<file path="config.mk">
export PLATFORM = sky130hd
export DESIGN_NAME = bssp_top
export DESIGN_NICKNAME = d
export VERILOG_FILES = /design/src/bssp_pkg.sv /design/src/bssp_top.sv
export SDC_FILE = /design/constraint.sdc
export NUM_CORES = 1
export LEC_CHECK = 0
export BUFFER_PORTS_ARGS = -buffer_cell sky130_fd_sc_hd__buf_2
export CORE_MARGIN = 5
export CORE_UTILIZATION = 39
export DETAILED_ROUTE_END_ITERATION = 7
export MAX_ROUTING_LAYER = met4
export PLACE_DENSITY = 0.79
export SYNTH_ARGS = -nofsm -noshare
export SYNTH_HDL_FRONTEND = slang
export SYNTH_SLANG_ARGS = --single-unit
</file>
<file path="constraint.sdc">
create_clock -name SYS_CLK -period 2.1 [get_ports SYS_CLK]
set_clock_uncertainty 0.2 [all_clocks]
set_input_delay 0.315 -clock SYS_CLK [delete_from_list [all_inputs] [get_ports SYS_CLK]]
set_output_delay 0.315 -clock SYS_CLK [all_outputs]
set_load 0.02 [all_outputs]
</file>
<file path="src/bssp_pkg.sv">
package bssp_pkg;
    // boot source encodings
    typedef enum logic [1:0] {
        BSSP_BOOT_NAND  = 2'h0,
        BSSP_BOOT_FLASH = 2'h1,
        BSSP_BOOT_MMCSD = 2'h2,
        BSSP_BOOT_UART  = 2'h3
    } bssp_boot_t;

    // bank-address-0 pin function encodings
    typedef enum logic [1:0] {
        BSSP_BA0_BANK   = 2'h0,
        BSSP_BA0_ADDR14 = 2'h1,
        BSSP_BA0_GPIO54 = 2'h2,
        BSSP_BA0_RSVD   = 2'h3
    } bssp_ba0_t;

    typedef struct packed {
        logic       width_8bit;
        bssp_ba0_t  ba0_func;
        logic       addr_as_gpio;
    } bssp_pinmux_t;

    // strap field positions within the four config pins
    localparam int BSSP_CFG_WIDTH_BIT = 3;
    localparam int BSSP_CFG_BA0_HI    = 2;
    localparam int BSSP_CFG_BA0_LO    = 1;
    localparam int BSSP_CFG_ADDR_BIT  = 0;

    // APB register map
    localparam logic [7:0]  BSSP_STRAP_OFS  = 8'h00;
    localparam logic [7:0]  BSSP_PINMUX_OFS = 8'h04;
    localparam logic [31:0] BSSP_ZERO       = 32'h0000_0000;
    // pinmux register fields
    localparam int BSSP_PM_ADDR_BIT  = 0;
    localparam int BSSP_PM_BA0_LO    = 1;
    localparam int BSSP_PM_BA0_HI    = 2;
    localparam int BSSP_PM_WIDTH_BIT = 3;
    // strap status register fields
    localparam int BSSP_ST_CFG_LO  = 0;
    localparam int BSSP_ST_CFG_HI  = 3;
    localparam int BSSP_ST_BOOT_LO = 4;
    localparam int BSSP_ST_BOOT_HI = 5;
endpackage

</file>
<file path="src/bssp_top.sv">
// Decided for this implementation: the placing of the registers and the APB slave port.
`timescale 1ns/1ps
// Operation
// capture two boot straps at reset; 00 NAND, 01 flash, 10 MMC/SD, 11 UART.
// capture four config strap bits at reset; they seed pin-mux defaults.
// config bit 3 default data width: 0 is 16-bit, 1 is 8-bit.
// config bits 2:1 default bank pin: bank0, addr14, gpio54, reserved.
// after sampling, strap pins act as address 13:10 or gpio 67:64.
// config bit 0 default address mux: 0 address bits, 1 gpio.
// straps latched once at reset release, later pin changes ignored.
module bssp_top
    import bssp_pkg::*;
(
    // clock and reset
    input  wire logic               SYS_CLK,
    input  wire logic               RSTN,
    // strap pins: [5:4] boot select, [3:0] config
    input  wire logic [5:0]         STRAP_IN,
    // address and gpio sources for the four shared pins (13:10 / 67:64)
    input  wire logic [3:0]         ADDR_OUT_IN,
    input  wire logic [3:0]         ADDR_OE_IN,
    input  wire logic [3:0]         GPIO_OUT_IN,
    input  wire logic [3:0]         GPIO_OE_IN,
    // pads
    output logic [3:0]              PAD_OUT,
    output logic [3:0]              PAD_OE,
    output logic [3:0]              GPIO_IN_OUT,
    // decoded settings
    output bssp_boot_t              BOOT_SOURCE,
    output bssp_pinmux_t            PINMUX,
    output logic                    STRAP_DONE,
    // apb slave
    input  wire logic               PSEL,
    input  wire logic               PENABLE,
    input  wire logic               PWRITE,
    input  wire logic [7:0]         PADDR,
    input  wire logic [31:0]        PWDATA,
    output logic [31:0]             PRDATA,
    output logic                    PREADY,
    output logic                    PSLVERR
);
    import bssp_pkg::*;

    logic       sampled;
    logic [3:0] cfg_strap;
    logic [1:0] boot_strap;
    logic       apb_wr;
    logic       apb_acc;

    assign apb_acc = PSEL && PENABLE && PREADY;
    assign apb_wr  = apb_acc && PWRITE;

    // first clocked edge after release takes the straps, then never again
    always_ff @(posedge SYS_CLK or negedge RSTN) begin
        if (!RSTN) begin
            sampled    <= 1'b0;
            cfg_strap  <= 4'h0;
            boot_strap <= 2'h0;
        end else if (!sampled) begin
            sampled    <= 1'b1;
            cfg_strap  <= STRAP_IN[3:0];
            boot_strap <= STRAP_IN[5:4];
        end
    end

    always_ff @(posedge SYS_CLK or negedge RSTN) begin
        if (!RSTN) begin
            STRAP_DONE  <= 1'b0;
            BOOT_SOURCE <= BSSP_BOOT_NAND;
        end else begin
            STRAP_DONE  <= sampled;
            BOOT_SOURCE <= bssp_boot_t'(boot_strap);
        end
    end

    // pin-mux: loaded from straps once, then software may rewrite
    always_ff @(posedge SYS_CLK or negedge RSTN) begin
        if (!RSTN) begin
            PINMUX <= '0;
        end else if (!sampled) begin
            PINMUX.width_8bit   <= STRAP_IN[BSSP_CFG_WIDTH_BIT];
            PINMUX.ba0_func     <= bssp_ba0_t'(STRAP_IN[BSSP_CFG_BA0_HI:BSSP_CFG_BA0_LO]);
            PINMUX.addr_as_gpio <= STRAP_IN[BSSP_CFG_ADDR_BIT];
        end else if (apb_wr && PADDR == BSSP_PINMUX_OFS) begin
            PINMUX.width_8bit   <= PWDATA[BSSP_PM_WIDTH_BIT];
            PINMUX.ba0_func     <= bssp_ba0_t'(PWDATA[BSSP_PM_BA0_HI:BSSP_PM_BA0_LO]);
            PINMUX.addr_as_gpio <= PWDATA[BSSP_PM_ADDR_BIT];
        end
    end

    // pads stay input until sampling ends so straps are not overdriven
    always_ff @(posedge SYS_CLK or negedge RSTN) begin
        if (!RSTN) begin
            PAD_OUT     <= 4'h0;
            PAD_OE      <= 4'h0;
            GPIO_IN_OUT <= 4'h0;
        end else begin
            GPIO_IN_OUT <= STRAP_IN[3:0];
            if (!sampled) begin
                PAD_OUT <= 4'h0;
                PAD_OE  <= 4'h0;
            end else if (PINMUX.addr_as_gpio) begin
                PAD_OUT <= GPIO_OUT_IN;
                PAD_OE  <= GPIO_OE_IN;
            end else begin
                PAD_OUT <= ADDR_OUT_IN;
                PAD_OE  <= ADDR_OE_IN;
            end
        end
    end

    // apb: zero wait states, unmapped reads zero with error
    always_ff @(posedge SYS_CLK or negedge RSTN) begin
        if (!RSTN) begin
            PRDATA  <= BSSP_ZERO;
            PREADY  <= 1'b0;
            PSLVERR <= 1'b0;
        end else begin
            PREADY  <= PSEL && !PENABLE;
            PSLVERR <= 1'b0;
            PRDATA  <= BSSP_ZERO;
            if (PSEL && !PENABLE) begin
                if (PADDR == BSSP_STRAP_OFS) begin
                    PRDATA[BSSP_ST_CFG_HI:BSSP_ST_CFG_LO]   <= cfg_strap;
                    PRDATA[BSSP_ST_BOOT_HI:BSSP_ST_BOOT_LO] <= boot_strap;
                    PSLVERR <= PWRITE;
                end else if (PADDR == BSSP_PINMUX_OFS) begin
                    PRDATA[BSSP_PM_ADDR_BIT] <= PINMUX.addr_as_gpio;
                    PRDATA[BSSP_PM_BA0_HI:BSSP_PM_BA0_LO] <= PINMUX.ba0_func;
                    PRDATA[BSSP_PM_WIDTH_BIT] <= PINMUX.width_8bit;
                end else begin
                    PSLVERR <= 1'b1;
                end
            end
        end
    end
endmodule

</file>
==> metrics.md <==
| Metric | Value |
|---|---|
| Total track usage | 0.145 |
| Cell area after synthesis | 1570 um2 |
| GP Congestion | ~0.8 |
| Slowest stage delay, CP | about 690 ps |
| Setup TNS | 0 ps |
| Initial DRC count | 76 |
| Worst R2R Setup Slack | ~510 ps |
| Critical-path top delay cell | dfrtp_1 |
| EDFF count, synth | 0 |
| Synth unique cells | 29 |
| DP Cell Count | 259 |
| Rows | 23 |
| Gr ovfl total | 0 |
| Flops & latches, synth | 34 |
| Crit-path cells | buf_2 |
| Layout cell share with drive strength beyond 1 | 0.364 |
| Min-Delay Endpoint | boot_strap[0] |
| Critical path buffers and inverters | 1 |
| I/O Pins | 120 |
| Remaining DRCs | 0 |
| Overall power | between 1000 and 1500 uW |
| Area growth syn-to-layout | 27.7% |
| Predominant post-synthesis flop cell | dfrtp_1 |
| Core ar. | 3940 um2 |
| Drt first pass iters | 4 |
| R2R depth | 4 |
| Total power per unit cell area | approximately 720 nW/um2 |
| Worst Tran Pin Value | approximately 750 ps |
| Leakage | 0.00108 uW |
| Hold path start | STRAP_IN[4] |
| Fin cells | between 200 and 300 |
| Max-cap violations | 0 |
| Post-layout util | 0.509 |
| Die Area | 5400 um2 |
| Ant diodes | 0 |
| RSZ-0062 raised after global routing | false |
| Worst-Skew Late Latency | ~280 ps |
| CTS buffer count | 5 |
| Synth top area share | 0.541 |
| Largest net degree at the start of global routing | 35 |
| DP Area | ~1900 um2 |
| Vias per cell | roughly 4.7 |
| Global-route wire length before repair | between 5000 and 6000 um |
| Final Max Tran Viols | 0 |
| Reg2Reg Capture Point | PINMUX[2] |
| Yosys top cell by area | dfrtp_1 |
| CP Launch Type | flip-flop |
| WS Path Type | reg -> out |
| Largest cells by area after synthesis | dfrtp_1 54%, buf_4 12%, mux2i_1 5.1% |
| Vias in the first global route | between 1000 and 1500 |
| Slew HR | 0.503 |
| Sequential share of the synthesized area | 0.541 |
| HPWL after DPL | ~2800 um |
| Top cell family by delay on the critical path | flip-flops |
| Final hold violations | 0 |
| Routed Antenna Nets | 0 |
| Die Height | 73.5 um |
| Max clock buf depth | 2 |
| Final period utilization | 0.834 |
| Tmin final | 1750 ps |
| Drt wl/cell | 13.2 um |
| H-tree depth | 2 |
| CTS tree | done |
| Synth Warn # | 0 |
| Die width | around 74 um |
| Highest net fanout along the worst path | 12 |
| Async SR Flop Fraction | 1.00 |
| Clock-pin slew on the worst setup and hold paths | roughly 60 ps |
| Starting density of the core | 0.399 |
| Routed WL | approximately 3600 um |
| Post-Synthesis Cells | between 100 and 150 |
| PostCTS Resize Cnt | 0 |
| TritonCTS sink count | 34 |
| Port bufs | 65 |
| Nets | 288 |
| Post-route cell area | approximately 2000 um2 |
| Kind of end point of the critical path | output pin |
| Final setup vio count | 0 |
| DR vias | 1265 |
| Crit path DAT | 1240 ps |
| Max Freq | approximately 570 MHz |
| Initial antenna violation count | 0 |
| VDD IR max | ~0.26 mV |
| Run status | complete, no violations |
| Required @ worst endpoint | around 1600 ps |
| Hold path depth | 2 |
| Launching point of the worst reg2reg path | sampled |
| Hold Path Class | in -> reg |
| Root buffer selected by CTS | clkbuf_8 |
| Syn Area/Cell | ~11 um2 |
==> placed cells by master (no fill, tap or decap), types with 2 or more instances in the layout <==
cell           count
conb_1            27
o211ai_1           2
mux2_2             2
a21oi_1            7
a31oi_1            2
nand2_1            8
and3_1             2
mux2i_1            8
nand3_1           10
a21o_1             2
or3_1              2
nor2b_1           10
buf_4              6
or4_1              3
dlygate4sd3_1      5
o22ai_1            2
dfrtp_1           34
o21ai_0            2
clkbuf_8           6
inv_1              4
buf_2             65
nor4_1             4
==> registers in the layout, indices dropped and copies added, names as in the netlist <==
signal and cells:
STRAP_DONE 1, PRDATA 6, boot_strap 2, GPIO_IN_OUT 4
sampled 1, PSLVERR 1, BOOT_SOURCE 2, cfg_strap 4
PINMUX 4, PAD_OUT 4, PAD_OE 4, PREADY 1
==> report_power, final <==
part / switching [uW] / internal (uW) / leakage [uW]
Sequential: 36.0 / 699 / 0.000421
Clock: 201 / 252 / 0.0000431
Combinational: 160 / 96.9 / 0.000614
Total: 397 / 1050 / 0.00108
==> how the worst max path moves through the flow <==
stage	startpoint	to	slack, ps	cells past startpoint
final	PINMUX[0]	PINMUX[0]	350	1
after global routing	PINMUX[0]	PINMUX[0]	290	1
after global placement	PADDR[1]	PINMUX[2]	200	4
after CTS	PINMUX[0]	PINMUX[0]	330	1
after floorplan	PADDR[5]	PINMUX[0]	290	4
after detailed placement	PADDR[1]	PINMUX[2]	170	4
==> stage by stage <==
stage	worst slack (ps)	hold WS, ps
after detailed placement	168	176
after global routing	288	56.7
after CTS	327	57.5
after floorplan	293	-181
after global placement	197	175
final	348	66.3
==> cell usage after synthesis (3+ instances only) <==
master    instances
dfrtp_1          34
a21oi_1           7
clkbuf_1          4
nor4_1            4
nor2b_1          10
nand3_1          10
buf_4            26
mux2i_1           8
inv_1             4
or4_1             3
nand2_1           8
==> cell type report <==
class | instances | area [um2]
fillers | 387 | 1930
flip-flops and latches | 34 | 851
multi-input cells | 100 | 577
repair buffers | 76 | 420
clock buffers | 6 | 82.6
well taps | 50 | 62.6
inverters | 4 | 15.0
==> kinds of logic after synthesis <==
family          count (synthesis)  synth area share
mux                            10            0.0652
buf+inv                        37             0.152
flops                          34             0.541
compound gates                 18            0.0668
simple gates                   45             0.170
other cells                     2           0.00478
==> routing by layer <==
| layer | up-vias | part of all wire | global-route usage | wire, um |
|---|---|---|---|---|
| met5 | - | 0 | - | 0 |
| met4 | 0 | 0.021 | 0.0785 | 74 |
| met3 | 5 | 0.13 | 0.0492 | 475 |
| met2 | 77 | 0.48 | 0.230 | 1710 |
| met1 | 589 | 0.37 | 0.159 | 1310 |
| li1 | 594 | - | - | - |
==> timing repair <==
| action | CTS | global route |
|---|---|---|
| hold endpoints to repair | 38 | 0 |
| hold buffers | 5 | 0 |
| buffers inserted | 0 | 0 |
(Power assumes the default switching activity.)
